File: src/common/lsr_pkg.sv
/*
 * Constants, state types and command decoding for the light sensor
 * command and readout block.
 * Assumes a 200 MHz reference clock and a bus target behind open-drain pins.
 */
package lsr_pkg;

    // ----------------------------------------------------------------
    // Bus address and command codes
    // ----------------------------------------------------------------
    localparam logic [6:0] LSR_DEV_ADDR = 7'h44;
    localparam logic [7:0] LSR_CMD_PWRDN = 8'h8c;
    localparam logic [7:0] LSR_CMD_RESET = 8'h0c;
    localparam logic [7:0] LSR_CMD_INT_MAIN = 8'h00;
    localparam logic [7:0] LSR_CMD_INT_COMP = 8'h04;
    localparam logic [7:0] LSR_CMD_INT_DIFF = 8'h08;
    localparam logic [7:0] LSR_CMD_EXT_MAIN = 8'h30;
    localparam logic [7:0] LSR_CMD_EXT_COMP = 8'h34;
    localparam logic [7:0] LSR_CMD_EXT_DIFF = 8'h38;
    localparam logic [7:0] LSR_CMD_RST_VAL = 8'h0c;
    localparam logic [15:0] LSR_RES_RST_VAL = 16'h0000;

    // ----------------------------------------------------------------
    // Read byte order and bit counts
    // ----------------------------------------------------------------
    localparam logic [1:0] LSR_IDX_RES_LO = 2'h0;
    localparam logic [1:0] LSR_IDX_CNT_LO = 2'h2;
    localparam logic [2:0] LSR_BIT_LAST = 3'h7;

    // ----------------------------------------------------------------
    // Oscillator timing
    // ----------------------------------------------------------------
    localparam int LSR_CLK_PERIOD_NS = 5;
    localparam int LSR_OSC_FREQ_HZ = 327600;
    localparam int LSR_OSC_DIV = 1000000000 / (LSR_OSC_FREQ_HZ * LSR_CLK_PERIOD_NS);
    localparam logic [9:0] LSR_DIV_LAST = 10'(LSR_OSC_DIV - 1);
    localparam int LSR_INT_CYCLES = 32768;
    localparam logic [15:0] LSR_INT_LAST = 16'(LSR_INT_CYCLES);
    localparam logic [15:0] LSR_CNT_MAX = 16'hffff;

    // ----------------------------------------------------------------
    // State types
    // ----------------------------------------------------------------
    typedef enum logic [2:0] {
        LSR_B_IDLE = 3'b000,
        LSR_B_ADDR = 3'b001,
        LSR_B_AACK = 3'b010,
        LSR_B_WDATA = 3'b011,
        LSR_B_WACK = 3'b100,
        LSR_B_RDATA = 3'b101,
        LSR_B_RACK = 3'b110
    } lsr_bus_e;

    typedef enum logic [1:0] {
        LSR_C_IDLE = 2'b00,
        LSR_C_RUN = 2'b01,
        LSR_C_PH2 = 2'b10
    } lsr_conv_e;

    // Internally timed conversion codes
    function automatic logic lsr_is_int(input logic [7:0] c);
        return (c == LSR_CMD_INT_MAIN) || (c == LSR_CMD_INT_COMP) || (c == LSR_CMD_INT_DIFF);
    endfunction

    // Externally timed conversion codes
    function automatic logic lsr_is_ext(input logic [7:0] c);
        return (c == LSR_CMD_EXT_MAIN) || (c == LSR_CMD_EXT_COMP) || (c == LSR_CMD_EXT_DIFF);
    endfunction

    // Bus echo test codes
    function automatic logic lsr_is_test(input logic [7:0] c);
        return c[7] && (c != LSR_CMD_PWRDN);
    endfunction

endpackage

File: src/lsr_top.sv
/*
 * Command and readout logic of an integrating light sensor: bus target,
 * command byte, oscillator timing, integration counter and result bytes.
 * Assumes SCL/SDA and the power-down pin are asynchronous, the photocurrent
 * words come from a front end on REF_CLK, and SDA is open drain outside.
 */
`timescale 1ns/1ps

module lsr_top
    import lsr_pkg::*;
(
    input wire logic REF_CLK,
    input wire logic RESETN,
    input wire logic SCL_IN,
    input wire logic SDA_IN,
    input wire logic POWER_DOWN_INPUT,
    input wire logic [15:0] MAIN_PHOTOCURRENT,
    input wire logic [15:0] COMPENSATION_PHOTOCURRENT,
    output logic SDA_OUT,
    output logic SDA_OE_N,
    output logic CONV_BUSY,
    output logic ADC_POWERED_DOWN
);

    // ----------------------------------------------------------------
    // Pin synchronisers
    // ----------------------------------------------------------------
    logic [2:0] meta_q;
    logic [2:0] sync_q;
    logic [1:0] prev_q;
    logic [2:0] meta_d;
    logic [2:0] sync_d;
    logic [1:0] prev_d;
    logic scl;
    logic sda;
    logic pd;
    logic scl_rise;
    logic scl_fall;
    logic start_ev;
    logic stop_ev;

    // Two stages per pin, third stage only for edges
    always_comb
    begin
        meta_d = {POWER_DOWN_INPUT, SDA_IN, SCL_IN};
        sync_d = meta_q;
        prev_d = sync_q[1:0];
    end

    always_ff @(posedge REF_CLK or negedge RESETN)
    begin
        if (!RESETN)
        begin
            meta_q <= 3'h3;
            sync_q <= 3'h3;
            prev_q <= 2'h3;
        end
        else
        begin
            meta_q <= meta_d;
            sync_q <= sync_d;
            prev_q <= prev_d;
        end
    end

    // Bus line events
    assign scl = sync_q[0];
    assign sda = sync_q[1];
    assign pd = sync_q[2];
    assign scl_rise = scl && !prev_q[0];
    assign scl_fall = !scl && prev_q[0];
    assign start_ev = scl && prev_q[0] && prev_q[1] && !sda;
    assign stop_ev = scl && prev_q[0] && !prev_q[1] && sda;

    // ----------------------------------------------------------------
    // Bus target
    // ----------------------------------------------------------------
    lsr_bus_e bst_q, bst_d;
    logic [7:0] shift_q, shift_d;
    logic [7:0] tx_q, tx_d;
    logic [7:0] cmd_q, cmd_d;
    logic [2:0] bit_q, bit_d;
    logic [1:0] idx_q, idx_d;
    logic got_q, got_d;
    logic rw_q, rw_d;
    logic nodata_q, nodata_d;
    logic oe_n_q, oe_n_d;
    logic [31:0] snap_q, snap_d;
    logic [15:0] res_q;
    logic [15:0] cres_q;
    logic cv_start;
    logic rd_load;
    logic [1:0] ld_idx;
    logic [31:0] src_word;
    logic [7:0] ld_byte;
    logic ld_allow;

    // Byte to load for the next read slot, from a snapshot
    always_comb
    begin
        ld_idx = (bst_q == LSR_B_AACK) ? LSR_IDX_RES_LO : 2'(idx_q + 2'h1);
        src_word = (bst_q == LSR_B_AACK) ? {cres_q, res_q} : snap_q;
        ld_byte = lsr_is_test(cmd_q) ? cmd_q : src_word[8 * ld_idx +: 8];
        ld_allow = (ld_idx < LSR_IDX_CNT_LO) || !lsr_is_int(cmd_q);
    end

    // Address, command and read byte sequencing
    always_comb
    begin
        bst_d = bst_q;
        shift_d = shift_q;
        tx_d = tx_q;
        cmd_d = cmd_q;
        bit_d = bit_q;
        idx_d = idx_q;
        got_d = got_q;
        rw_d = rw_q;
        nodata_d = nodata_q;
        oe_n_d = oe_n_q;
        snap_d = snap_q;
        cv_start = 1'b0;
        rd_load = 1'b0;
        if (pd)
        begin
            bst_d = LSR_B_IDLE;
            oe_n_d = 1'b1;
            nodata_d = 1'b0;
        end
        else if (start_ev)
        begin
            bst_d = LSR_B_ADDR;
            bit_d = 3'h0;
            got_d = 1'b0;
            oe_n_d = 1'b1;
            nodata_d = 1'b0;
        end
        else if (stop_ev)
        begin
            cv_start = nodata_q;
            bst_d = LSR_B_IDLE;
            oe_n_d = 1'b1;
            nodata_d = 1'b0;
        end
        else
        begin
            case (bst_q)
                LSR_B_ADDR, LSR_B_WDATA:
                begin
                    if (scl_rise)
                    begin
                        shift_d = {shift_q[6:0], sda};
                        bit_d = 3'(bit_q + 3'h1);
                        got_d = (bit_q == LSR_BIT_LAST);
                    end
                    else if (scl_fall && got_q)
                    begin
                        got_d = 1'b0;
                        bit_d = 3'h0;
                        if (bst_q == LSR_B_ADDR)
                        begin
                            if (shift_q[7:1] == LSR_DEV_ADDR)
                            begin
                                oe_n_d = 1'b0;
                                rw_d = shift_q[0];
                                nodata_d = !shift_q[0];
                                bst_d = LSR_B_AACK;
                            end
                            else
                            begin
                                bst_d = LSR_B_IDLE;
                            end
                        end
                        else
                        begin
                            oe_n_d = 1'b0;
                            cmd_d = shift_q;
                            cv_start = 1'b1;
                            nodata_d = 1'b0;
                            bst_d = LSR_B_WACK;
                        end
                    end
                end
                LSR_B_AACK, LSR_B_RACK:
                begin
                    if (bst_q == LSR_B_RACK && scl_rise)
                    begin
                        got_d = !sda;
                        bst_d = sda ? LSR_B_IDLE : LSR_B_RACK;
                    end
                    else if (scl_fall && (bst_q == LSR_B_AACK || got_q))
                    begin
                        got_d = 1'b0;
                        bit_d = 3'h0;
                        if (bst_q == LSR_B_AACK && !rw_q)
                        begin
                            oe_n_d = 1'b1;
                            bst_d = LSR_B_WDATA;
                        end
                        else
                        begin
                            rd_load = 1'b1;
                            idx_d = ld_idx;
                            tx_d = ld_byte;
                            oe_n_d = ld_byte[7] || !ld_allow;
                            if (bst_q == LSR_B_AACK)
                            begin
                                snap_d = {cres_q, res_q};
                            end
                            bst_d = LSR_B_RDATA;
                        end
                    end
                end
                LSR_B_WACK:
                begin
                    if (scl_fall)
                    begin
                        oe_n_d = 1'b1;
                        bst_d = LSR_B_WDATA;
                    end
                end
                LSR_B_RDATA:
                begin
                    if (scl_fall)
                    begin
                        if (bit_q == LSR_BIT_LAST)
                        begin
                            oe_n_d = 1'b1;
                            bst_d = LSR_B_RACK;
                        end
                        else
                        begin
                            bit_d = 3'(bit_q + 3'h1);
                            tx_d = {tx_q[6:0], 1'b0};
                            oe_n_d = tx_q[6]
                                || (lsr_is_int(cmd_q) && idx_q >= LSR_IDX_CNT_LO);
                        end
                    end
                end
                default:
                begin
                    bst_d = LSR_B_IDLE;
                end
            endcase
        end
    end

    always_ff @(posedge REF_CLK or negedge RESETN)
    begin
        if (!RESETN)
        begin
            bst_q <= LSR_B_IDLE;
            shift_q <= 8'h00;
            tx_q <= 8'h00;
            cmd_q <= LSR_CMD_RST_VAL;
            bit_q <= 3'h0;
            idx_q <= 2'h0;
            got_q <= 1'b0;
            rw_q <= 1'b0;
            nodata_q <= 1'b0;
            oe_n_q <= 1'b1;
            snap_q <= 32'h0000_0000;
        end
        else
        begin
            bst_q <= bst_d;
            shift_q <= shift_d;
            tx_q <= tx_d;
            cmd_q <= cmd_d;
            bit_q <= bit_d;
            idx_q <= idx_d;
            got_q <= got_d;
            rw_q <= rw_d;
            nodata_q <= nodata_d;
            oe_n_q <= oe_n_d;
            snap_q <= snap_d;
        end
    end

    // ----------------------------------------------------------------
    // Conversion timing and results
    // ----------------------------------------------------------------
    lsr_conv_e cst_q, cst_d;
    logic [9:0] div_q, div_d;
    logic [15:0] icnt_q, icnt_d;
    logic [15:0] hold_q, hold_d;
    logic [15:0] res_d;
    logic [15:0] cres_d;
    logic [7:0] run_q, run_d;
    logic busy_q, busy_d;
    logic pwr_q, pwr_d;
    logic tick;
    logic latch;
    logic [15:0] lat_cnt;
    logic [15:0] cnt_inc;

    assign tick = (div_q == LSR_DIV_LAST);
    assign cnt_inc = 16'(icnt_q + 16'h0001);

    // Integration sequencing and result latch
    always_comb
    begin
        cst_d = cst_q;
        div_d = tick ? 10'h000 : 10'(div_q + 10'h001);
        icnt_d = icnt_q;
        hold_d = hold_q;
        res_d = res_q;
        cres_d = cres_q;
        run_d = run_q;
        latch = 1'b0;
        lat_cnt = icnt_q;
        if (pd)
        begin
            cst_d = LSR_C_IDLE;
        end
        else if (cv_start)
        begin
            run_d = cmd_d;
            icnt_d = 16'h0000;
            if (cmd_d == LSR_CMD_RESET)
            begin
                res_d = LSR_RES_RST_VAL;
                cres_d = LSR_RES_RST_VAL;
                cst_d = LSR_C_IDLE;
            end
            else if (lsr_is_ext(cmd_d))
            begin
                latch = (cst_q != LSR_C_IDLE) && (cmd_d == run_q);
                cst_d = LSR_C_RUN;
            end
            else
            begin
                cst_d = lsr_is_int(cmd_d) ? LSR_C_RUN : LSR_C_IDLE;
            end
        end
        else if (cst_q != LSR_C_IDLE && tick)
        begin
            if (lsr_is_ext(run_q))
            begin
                icnt_d = (icnt_q == LSR_CNT_MAX) ? LSR_CNT_MAX : cnt_inc;
            end
            else if (cnt_inc == LSR_INT_LAST)
            begin
                icnt_d = 16'h0000;
                lat_cnt = cnt_inc;
                if (run_q == LSR_CMD_INT_DIFF && cst_q == LSR_C_RUN)
                begin
                    hold_d = COMPENSATION_PHOTOCURRENT;
                    cst_d = LSR_C_PH2;
                end
                else
                begin
                    latch = 1'b1;
                    cst_d = LSR_C_RUN;
                end
            end
            else
            begin
                icnt_d = cnt_inc;
            end
        end
        if (latch)
        begin
            cres_d = lat_cnt;
            case (run_q[3:2])
                2'h0: res_d = MAIN_PHOTOCURRENT;
                2'h1: res_d = COMPENSATION_PHOTOCURRENT;
                default: res_d = 16'(MAIN_PHOTOCURRENT - (lsr_is_ext(run_q) ?
                    COMPENSATION_PHOTOCURRENT : hold_q));
            endcase
        end
        busy_d = (cst_d != LSR_C_IDLE);
        pwr_d = pd || (run_d == LSR_CMD_PWRDN);
    end

    always_ff @(posedge REF_CLK or negedge RESETN)
    begin
        if (!RESETN)
        begin
            cst_q <= LSR_C_IDLE;
            div_q <= 10'h000;
            icnt_q <= 16'h0000;
            hold_q <= 16'h0000;
            res_q <= LSR_RES_RST_VAL;
            cres_q <= LSR_RES_RST_VAL;
            run_q <= LSR_CMD_RST_VAL;
            busy_q <= 1'b0;
            pwr_q <= 1'b0;
        end
        else
        begin
            cst_q <= cst_d;
            div_q <= div_d;
            icnt_q <= icnt_d;
            hold_q <= hold_d;
            res_q <= res_d;
            cres_q <= cres_d;
            run_q <= run_d;
            busy_q <= busy_d;
            pwr_q <= pwr_d;
        end
    end

    // Outputs from flip-flops; SDA only ever pulled low
    assign SDA_OUT = 1'b0 & oe_n_q;
    assign SDA_OE_N = oe_n_q;
    assign CONV_BUSY = busy_q;
    assign ADC_POWERED_DOWN = pwr_q;
endmodule

File: config.mk
export PLATFORM = sky130hd
export DESIGN_NAME = lsr_top
export DESIGN_NICKNAME = d
export VERILOG_FILES = /design/src/common/lsr_pkg.sv /design/src/lsr_top.sv
export SDC_FILE = /design/constraint.sdc
export NUM_CORES = 1
export LEC_CHECK = 0
export BUFFER_PORTS_ARGS = -buffer_cell sky130_fd_sc_hd__clkbuf_2
export CAP_MARGIN = 20
export CELL_PAD_IN_SITES_DETAIL_PLACEMENT = 0
export CELL_PAD_IN_SITES_GLOBAL_PLACEMENT = 1
export CORE_ASPECT_RATIO = 2
export CORE_MARGIN = 5
export CORE_UTILIZATION = 45
export CTS_BUF_LIST = sky130_fd_sc_hd__clkbuf_8
export CTS_CLUSTER_DIAMETER = 150
export DETAILED_ROUTE_END_ITERATION = 8
export GPL_TIMING_DRIVEN = 0
export PLACE_DENSITY_LB_ADDON = 0.12
export SLEW_MARGIN = 10
export SYNTH_ARGS = -nofsm -noshare
export SYNTH_HDL_FRONTEND = slang
export SYNTH_SLANG_ARGS = --single-unit
File: constraint.sdc
create_clock -name REF_CLK -period 4.9 [get_ports REF_CLK]
set_clock_uncertainty 0.2 [all_clocks]
set_input_delay 0 -clock REF_CLK [delete_from_list [all_inputs] [get_ports REF_CLK]]
set_output_delay 0 -clock REF_CLK [all_outputs]
set_load 0.05 [all_outputs]
==> Word level (Yosys, flattened, before mapping) <==
Index checks and enable logic that the tools add are counted.
{ "totals": {"regBits": 161, "input_bits": 37, "output_inout_bits": 4, "word_cells": 269} }
{ "op_classes": {"add_sub_neg": 5, "n_lt_le_gt_ge": 2, "eq_ne": 52, "shifts": 1, "muxes": 113, "n_bitwise": 8, "reduce_logical": 65} }
{ "op_table": {"columns": ["operator", "n"], "rows": [
  ["16-bit two-way mux", 16],
  ["8-bit two-way mux", 10],
  ["3-bit two-way mux", 21],
  ["8-bit by 6-bit equality test with 1-bit output (second input constant)", 6],
  ["1-bit two-way mux", 45],
  ["7-bit two-way mux", 5],
  ["5-bit inequality test (second input constant)", 7],
  ["16-bit equality test (second input constant)", 2],
  ["8-bit by 4-bit equality test with 1-bit output (second input constant)", 4],
  ["32-bit two-way mux", 1],
  ["16-bit case mux with 2 select lines", 1],
  ["32-bit by 6-bit indexed part select with 8-bit output", 1],
  ["8-bit AND reduction", 3],
  ["16-bit by 1-bit adder with 16-bit output (second input constant)", 1],
  ["8-bit by 3-bit equality test with 1-bit output (second input constant)", 2],
  ["1-bit logical AND", 16],
  ["8-bit zero test", 2],
  ["2-bit two-way mux", 8],
  ["16-bit subtractor", 1],
  ["7-bit case mux with 2 select lines", 1],
  ["1-bit logical OR", 13],
  ["3-bit equality test (second input constant)", 4],
  ["2-bit inequality test (second input constant)", 6],
  ["3-bit inequality test (second input constant)", 4],
  ["38 further kinds", 66]
]} }

==> Logic depth before layout (Yosys ltp) <==
Gate-level depths: netlist of run 1.
{ "depth": {"word_depth": 18, "mapped_depth": 17} }

==> Least setup slack after synthesis of run 1 <==
OpenSTA, ideal clock, no wires.
{ "synth_path": {"kind": "reg2reg", "start": "register run_q[3]", "end": "register res_q[14]", "setup_time_ps": 134, "arrival_time_ps": 3470, "t_required_ps": 4566, "setup_slack_ps": 1095, "stages_incl_launch_ff": 18, "n_path_buf": 3, "period_less_slack_ps": 3805, "path_cell_list": "dfstp_2 -> clkbuf_1 -> nand2_1 -> and4_1 -> clkbuf_1 -> clkbuf_1 -> nand2_1 -> nand2_1 -> ha_1 -> fa_1 -> nand2b_1 -> a21oi_1 -> o211ai_1 -> a21boi_0 -> o41ai_1 -> xnor2_1 -> a211oi_1 -> a21oi_1"} }
{ "synth_via": {"elab_chain_cells": 10, "word_cells_on_any_way": 27, "cone_classes": "1 x add/sub; 7 x eq/ne; 11 x mux; 8 x reduce/logical"} }
{ "synth_rtl": {"columns": ["element", "line_no", "rtl"], "rows": [
  ["start, declared", "lsr_top.sv:288", "logic [7:0] run_q, run_d;"],
  ["start signal, assigned", "lsr_top.sv:397", "run_q <= run_d;"],
  ["branches (longest 10 deep; another with 16-bit subtractor)", null, null],
  ["end signal, assigned", "lsr_top.sv:395", "res_q <= res_d;"],
  ["end, declared", "lsr_top.sv:89", "logic [15:0] res_q;"]
]} }
Parallel ways; which one is timed is not known.
A chain may end at the register's enable or synchronous reset.

==> Final worst setup path of run 1 <==
{ "layout_path": {"start": "register run_q[0]", "end": "register res_q[14]"} }
The elaborated chain is that of the path after synthesis.

==> impl_metrics.csv, run 1 <==
group,metric,value,unit
routing,routed_wl,24.52,mm
floorplan,dieWidth,110.5,um
pwr,p_leak,4.676,nW
layout,fin_util,52.63,%
cts,clk_latency,0.48,ns
global_route,antenna_found_initial,0,
sta,fin_ws,0.5089,ns
global_route,grt_pass1_vias,7517,
cts,clock-sinks,161,
yosys,ys.flop_type,"dfrtp_1",
floorplan,core,19910,sq um
setup_path,cp.arrival,4.54,ns
placement,place_area,9684,sq um
floorplan,rows,73,
placement,dp.final_hpwl,18.50,mm
pwr,ir_drop,0.1458,mV
layout,num_antenna_cells,0,
job,maxCapViolCount,0,
sta,slew_headroom,47.98,%
placement,pre_cts_slack,0.06900,ns
layout,synthToLayoutAreaGrowth,15.39,%
floorplan,die_h,210.9,um
sta,fmax,227.7,MHz
yosys,synth_cell_types,71,
setup_path,end_kind,"flip-flop",
sta,finalWorstPathRequiredPeriod,4.391,ns
layout,drive_gt1_share,17.94,%
cts,cts_buffers,17,
sta,setup_viol,0,
layout,stdcell_area,10480,sq um
setup_path,startpoint_type,"flip-flop",
yosys,synth_top_area_share,41.33,%
sta,post-route-period-util,89.61,%
routing,drtIter0Drc,307,
yosys,yosysWarningCount,0,
global_route,grt_pass1_wl,39.42,mm
pwr,powerDensity,249.4,nW/um^2
yosys,yosys.area.top_type,"dfrtp_1",
yosys,syn_nets,958,
routing,num_vias,7148,
run_status,outcome,"finished clean",
floorplan,die-area,23290,sq um
cts,h-tree-depth,4,
placement,place_congestion,0.8775,
placement,numPortBuffers,39,
sta,tns,0,ns
yosys,async_flop_share,100.0,%
layout,final_nets,1059,
sta,finalMaxSlewViolations,0,
yosys,syn_area_per_cell,10.11,sq um
floorplan,io_pins,41,
routing,dr.pass1.iters,5,
yosys,ys_seq_area_share,44.52,%
routing,route.detailed.drc,0,
routing,antenna_left,0,
routing,wl_per_cell,19.29,um
global_route,grt_max_degree,98,
yosys,ys_seq_elements,161,
yosys,synth_edf_count,0,
cts,clockBufferDepth,2,
cts,clk_pin_slew,0.08,ns
sta,rsz0062_at_grt,"no",
sta,hold_viol,0,
cts,cts_root_buffer,"clkbuf_8",
global_route,grt-ovfl-total,0,
yosys,syn-cell-area,9081,sq um
yosys,synthCells,898,
routing,viasPerCell,5.624,
setup_path,criticalPathCategory,"reg -> reg",
cts,cts_tree,"built",
global_route,track_usage,21.55,%
floorplan,start_util,45.61,%
setup_path,cp.required,5.05,ns
layout,nFillCells,1922,
yosys,yosys-top-cells-area,"dfrtp_1 (41%), mux2_2 (6.9%), mux2i_1 (4.4%)",
sta,worstMarginPinSlew,0.7804,ns
setup_path,cp_max_fo,10,
min_path,hp-class,"in -> reg",
-- layout make-up --
cell class / count / area (sq um) / area share (%)
repair buffers: 83 / 669.4 / 6.388
multi-input cells: 662 / 4750 / 45.33
flip-flops and latches: 161 / 4043 / 38.58
clock buffers: 18 / 247.7 / 2.364
well taps: 262 / 327.8 / 3.128
plain buffers: 50 / 210.2 / 2.006
clock inverters: 11 / 141.4 / 1.349
inverters: 24 / 90.09 / 0.8597
-- synth_stat cells, drive strengths merged, types with 10 or more instances --
| master | instances |
|---|---|
| dfrtp | 150 |
| o21ai | 72 |
| nand2 | 68 |
| mux2 | 66 |
| nor2 | 66 |
| a21oi | 48 |
| mux2i | 40 |
| nand3 | 40 |
| clkbuf | 35 |
| a22o | 28 |
| inv | 24 |
| ha | 22 |
| xnor2 | 20 |
| buf | 16 |
| nand2b | 13 |
| dfstp | 11 |
| nand4 | 11 |
| nor4 | 11 |
| nor2b | 10 |
-- registers in the layout, summed over array words and instances, names as in the netlist, 3 cells and up --
| signal | flops |
|---|---|
| cmd_q | 8 |
| hold_q | 16 |
| snap_q | 32 |
| tx_q | 7 |
| bit_q | 3 |
| div_q | 10 |
| icnt_q | 16 |
| sync_q | 3 |
| run_q | 8 |
| res_q | 16 |
| shift_q | 8 |
| meta_q | 3 |
| bst_q | 3 |
| cres_q | 16 |
-- cells in the final DEF, fill, tap and decap left out, drive strengths merged, types with 8 or more instances in the layout --
cell type	instances
dfrtp	150
clkbuf	92
o21ai	72
nand2	68
nor2	66
mux2	66
a21oi	48
mux2i	40
dlygate4sd3	40
nand3	40
a22o	28
inv	26
ha	22
xnor2	20
buf	19
nand2b	13
dfstp	11
nand4	11
nor4	11
nor2b	10
xor2	9
a21o	9
o31ai	9
nor3	9
a31oi	8
-- timing repair --
item	in CTS	in global routing
resized for setup	0	4
endpoints found under the hold margin	193	0
endpoints found under the setup margin	0	4
hold buffers	40	0
buffers inserted	0	0
-- final timing paths --
path,start,end,slack (ns),cells past startpoint
max in group asynchronous,RESETN,cmd_q[3],3.19,5
min in group asynchronous,RESETN,div_q[3],0.57,4
hold reg to reg,meta_q[1],sync_q[1],0.16,0
hold / removal,COMPENSATION_PHOTOCURRENT[4],hold_q[4],0.12,3
setup / recovery,run_q[0],res_q[14],0.51,16
setup reg to reg,run_q[0],res_q[14],0.51,16
-- per-layer routing --
metal	wire length [um]	part of all wire, %	GRT usage (%)	vias to the layer above
li1	-	-	-	3499
met1	9146	37	22.23	3481
met2	13820	56	41.34	127
met3	604	2.5	3.813	41
met4	943	3.8	10.59	0
met5	0	0	0	-
-- worst max-delay path: stages, from the launching register on --
cell and delay [ns]:
dfrtp_1 0.45, nor4_2 0.44, and4_1 0.25, clkbuf_1 0.37
clkbuf_2 0.40, nand2_1 0.09, nand2_1 0.07, ha_1 0.19
fa_1 0.20, nand2b_1 0.16, a21oi_1 0.12, o211ai_1 0.25
a21boi_0 0.18, o41ai_1 0.48, xnor2_1 0.12, a211oi_1 0.24
a21oi_1 0.06
-- stage by stage --
stage | instances | hold slack (ns) | power, mW
after floorplan | 898 | -0.4956 | 1.513
after global placement | 1199 | -0.1097 | 1.596
after detailed placement | 1203 | -0.1102 | 1.603
after CTS | 1272 | 0.07382 | 2.647
after global routing | 1271 | 0.09700 | 2.730
final | 1271 | 0.1183 | 2.614
-- power by group --
part | internal, mW | switching [mW]
clock | 0.506 | 0.507
sequential | 1.35 | 0.0145
combinational | 0.106 | 0.133
total | 1.96 | 0.654
-- cell families (layout without fill, tap and decap cells) --
| group | count (synthesis) | after routing | share of synthesized area [%] |
|---|---|---|---|
| compound gates | 231 | 231 | 16.51 |
| xor+xnor | 29 | 29 | 2.797 |
| fa+ha+maj | 23 | 23 | 3.252 |
| buf+inv | 75 | 186 | 3.320 |
| flops | 161 | 161 | 44.52 |
| mux | 113 | 113 | 14.74 |
| other cells | 1 | 1 | 0.04129 |
| simple gates | 265 | 265 | 14.83 |
No activity file was read; power rests on OpenSTA's default activity.
==> run 2: changes to the inputs <==
Settings changed: RECOVER_POWER from default to 25.
==> run 2 against run 1 <==
The flow now finishes with violations (max-capacitance violations, max-slew violations). Critical path depth unchanged. Die area unchanged. Fmax decreased by 0.26%. Total power hardly changed. Count of clock-buffer cells in the layout unchanged. Clock power about the same. Design area shrank 0.27%. Cell count stayed put. Critical endpoint unchanged. Critical path type unchanged. Global-route usage did not move. Setup slack got worse by 0.012 ns.
==> impl_metrics.csv, run 2 (synthesis gave the netlist of run 1 again) <==
group,metric,value,unit
pwr,switching_share,25.06,%
sta,slew_headroom,-71.83,%
routing,wl_per_cell,19.24,um
pwr,power_switching,0.6545,mW
job,maxCapViolCount,1,
sta,holdWs,0.1161,ns
floorplan,die-area,23290,sq um
cts,h-tree-depth,4,
sta,post-route-period-util,89.85,%
global_route,antenna_found_initial,0,
routing,drtIter0Drc,341,
floorplan,io_pins,41,
setup_path,startpoint_type,"flip-flop",
layout,most-common-layout-cells,"dfrtp_1 (150), o21ai_0 (72), nand2_1 (67), nor2_1 (66), mux2_2 (56)",
global_route,grt_max_degree,98,
placement,place_congestion,0.8775,
sta,fmax,227.1,MHz
setup_path,cp.arrival,4.56,ns
sta,setup_viol,0,
floorplan,die_h,210.9,um
routing,routed_wl,24.46,mm
min_path,min_to,"hold_q[7]",
pwr,clkPwrFrac,38.8,%
placement,numPortBuffers,39,
layout,multi_input_area,4750,sq um
setup_path,reg2reg_depth,16,
cts,cts_root_buffer,"clkbuf_8",
layout,largest_register_ffs,32,
global_route,grt-ovfl-total,0,
pwr,p_leak,4.656,nW
layout,regArea,4043,sq um
floorplan,rows,73,
routing,viasPerCell,5.644,
floorplan,start_util,45.61,%
setup_path,cp.required,5.05,ns
pwr,comb_power_share,9.0,%
sta,hold_viol,0,
floorplan,dieWidth,110.5,um
layout,num_antenna_cells,0,
routing,num_vias,7174,
sta,finalMaxSlewViolations,97,
cts,clockBufferDepth,2,
setup_path,r2r_setup_slack,0.50,ns
min_path,hp-start,"COMPENSATION_PHOTOCURRENT[7]",
pwr,sequentialPowerShare,52.2,%
sta,worstMarginPinSlew,2.577,ns
layout,final_common_cell,"dfrtp_1",
cts,cts_buffers,17,
min_path,hp-class,"in -> reg",
pwr,intPower,1.957,mW
min_path,hold-path-cell-count,3,
global_route,grt_pass1_wl,39.42,mm
cts,clk_latency,0.49,ns
layout,top_register,"snap_q",
setup_path,reg2reg_to,"res_q[14]",
routing,route.detailed.drc,0,
placement,dp.final_hpwl,18.50,mm
global_route,track_usage,21.55,%
layout,synthToLayoutAreaGrowth,15.07,%
setup_path,end_kind,"flip-flop",
floorplan,core,19910,sq um
layout,nFillCells,1928,
sta,tns,0,ns
cts,cts_setup_buffers,0,
setup_path,cp_max_fo,10,
global_route,grt_pass1_vias,7517,
sta,finalWorstPathRequiredPeriod,4.403,ns
cts,cts_tree,"built",
layout,drive_gt1_share,17.44,%
routing,dr.pass1.iters,5,
cts,clk_pin_slew,0.09,ns
pwr,powerDensity,249.9,nW/um^2
layout,final_nets,1059,
run_status,outcome,"complete, but fails checks",
setup_path,worstReg2RegStart,"run_q[0]",
cts,clock-sinks,161,
setup_path,criticalPathCategory,"reg -> reg",
run_status,violations,"max-capacitance violations, max-slew violations",
routing,antenna_left,0,
sta,rsz0062_at_grt,"no",
pwr,ir_drop,0.1457,mV
==> run 2: cell types whose count changed in the layout (fill, tap and decap cells not counted) <==
cell	change
clkbuf_8	-1
clkdlybuf4s25_1	+1
buf_16	-1
dfstp_1	+2
clkbuf_2	-1
dfstp_2	-2
clkbuf_1	+2
==> run 2: metrics by stage <==
step / worst slack, ns / power [mW] / instances / area, sq um / util (%)
final: 0.4973 / 2.611 / 1271 / 10450 / 52.48
after global routing: 0.1860 / 2.727 / 1271 / 10450 / 52.48
after CTS: 0.04525 / 2.647 / 1272 / 10470 / 52.60
after detailed placement: 0.06900 / 1.603 / 1203 / 9684 / 48.64
after global placement: 0.05730 / 1.596 / 1199 / 9604 / 48.23
after floorplan: 1.095 / 1.513 / 898 / 9081 / -
==> run 2: per-layer routing <==
metal,routed length (um),up-vias,part of all wire [%],GRT usage (%)
met3,533,49,2.2,3.813
met2,13760,117,56,41.34
met4,1013,0,4.1,10.59
met1,9149,3511,37,22.23
met5,0,-,0,0
li1,-,3497,-,-
==> run 2: repair_timing <==
action | in CTS | in global routing
endpoints found under the setup margin | 0 | 4
resized for setup | 0 | 4
hold buffers | 40 | 0
endpoints found under the hold margin | 193 | 0
==> run 2: how the worst max path moves through the flow <==
stage | start | end | cells after the start
floorplan | run_q[3] | res_q[14] | 17
global placement | run_q[0] | res_q[14] | 16
detailed placement | run_q[0] | res_q[14] | 16
CTS | run_q[0] | res_q[14] | 16
global route | run_q[0] | res_q[14] | 16
finish | run_q[0] | res_q[14] | 16
==> run 2: layout make-up <==
cell class / count / area share (%)
flip-flops and latches: 161 / 38.69
clock buffers: 18 / 2.371
repair buffers: 83 / 6.130
plain buffers: 50 / 2.012
clock inverters: 11 / 1.353
inverters: 24 / 0.8621
well taps: 262 / 3.137
multi-input cells: 662 / 45.45
==> run 2: worst max-delay path, stage by stage, from the launching register on <==
cell and delay (ns):
dfrtp_1 0.45, nor4_2 0.44, and4_1 0.25, clkbuf_1 0.35, clkbuf_2 0.39, nand2_1 0.09
nand2_1 0.07, ha_1 0.19, fa_1 0.20, nand2b_1 0.16, a21oi_1 0.12, o211ai_1 0.26
a21boi_0 0.19, o41ai_1 0.50, xnor2_1 0.12, a211oi_1 0.25, a21oi_1 0.06
==> run 2: power by group through the flow <==
stage / clock network (mW) / registers, mW / logic, mW
after global routing: 1.10 / 1.37 / 0.261
after global placement: 0 / 1.39 / 0.208
after detailed placement: 0 / 1.39 / 0.215
after floorplan: 0 / 1.39 / 0.125
after CTS: 1.04 / 1.36 / 0.241
final: 1.01 / 1.36 / 0.236
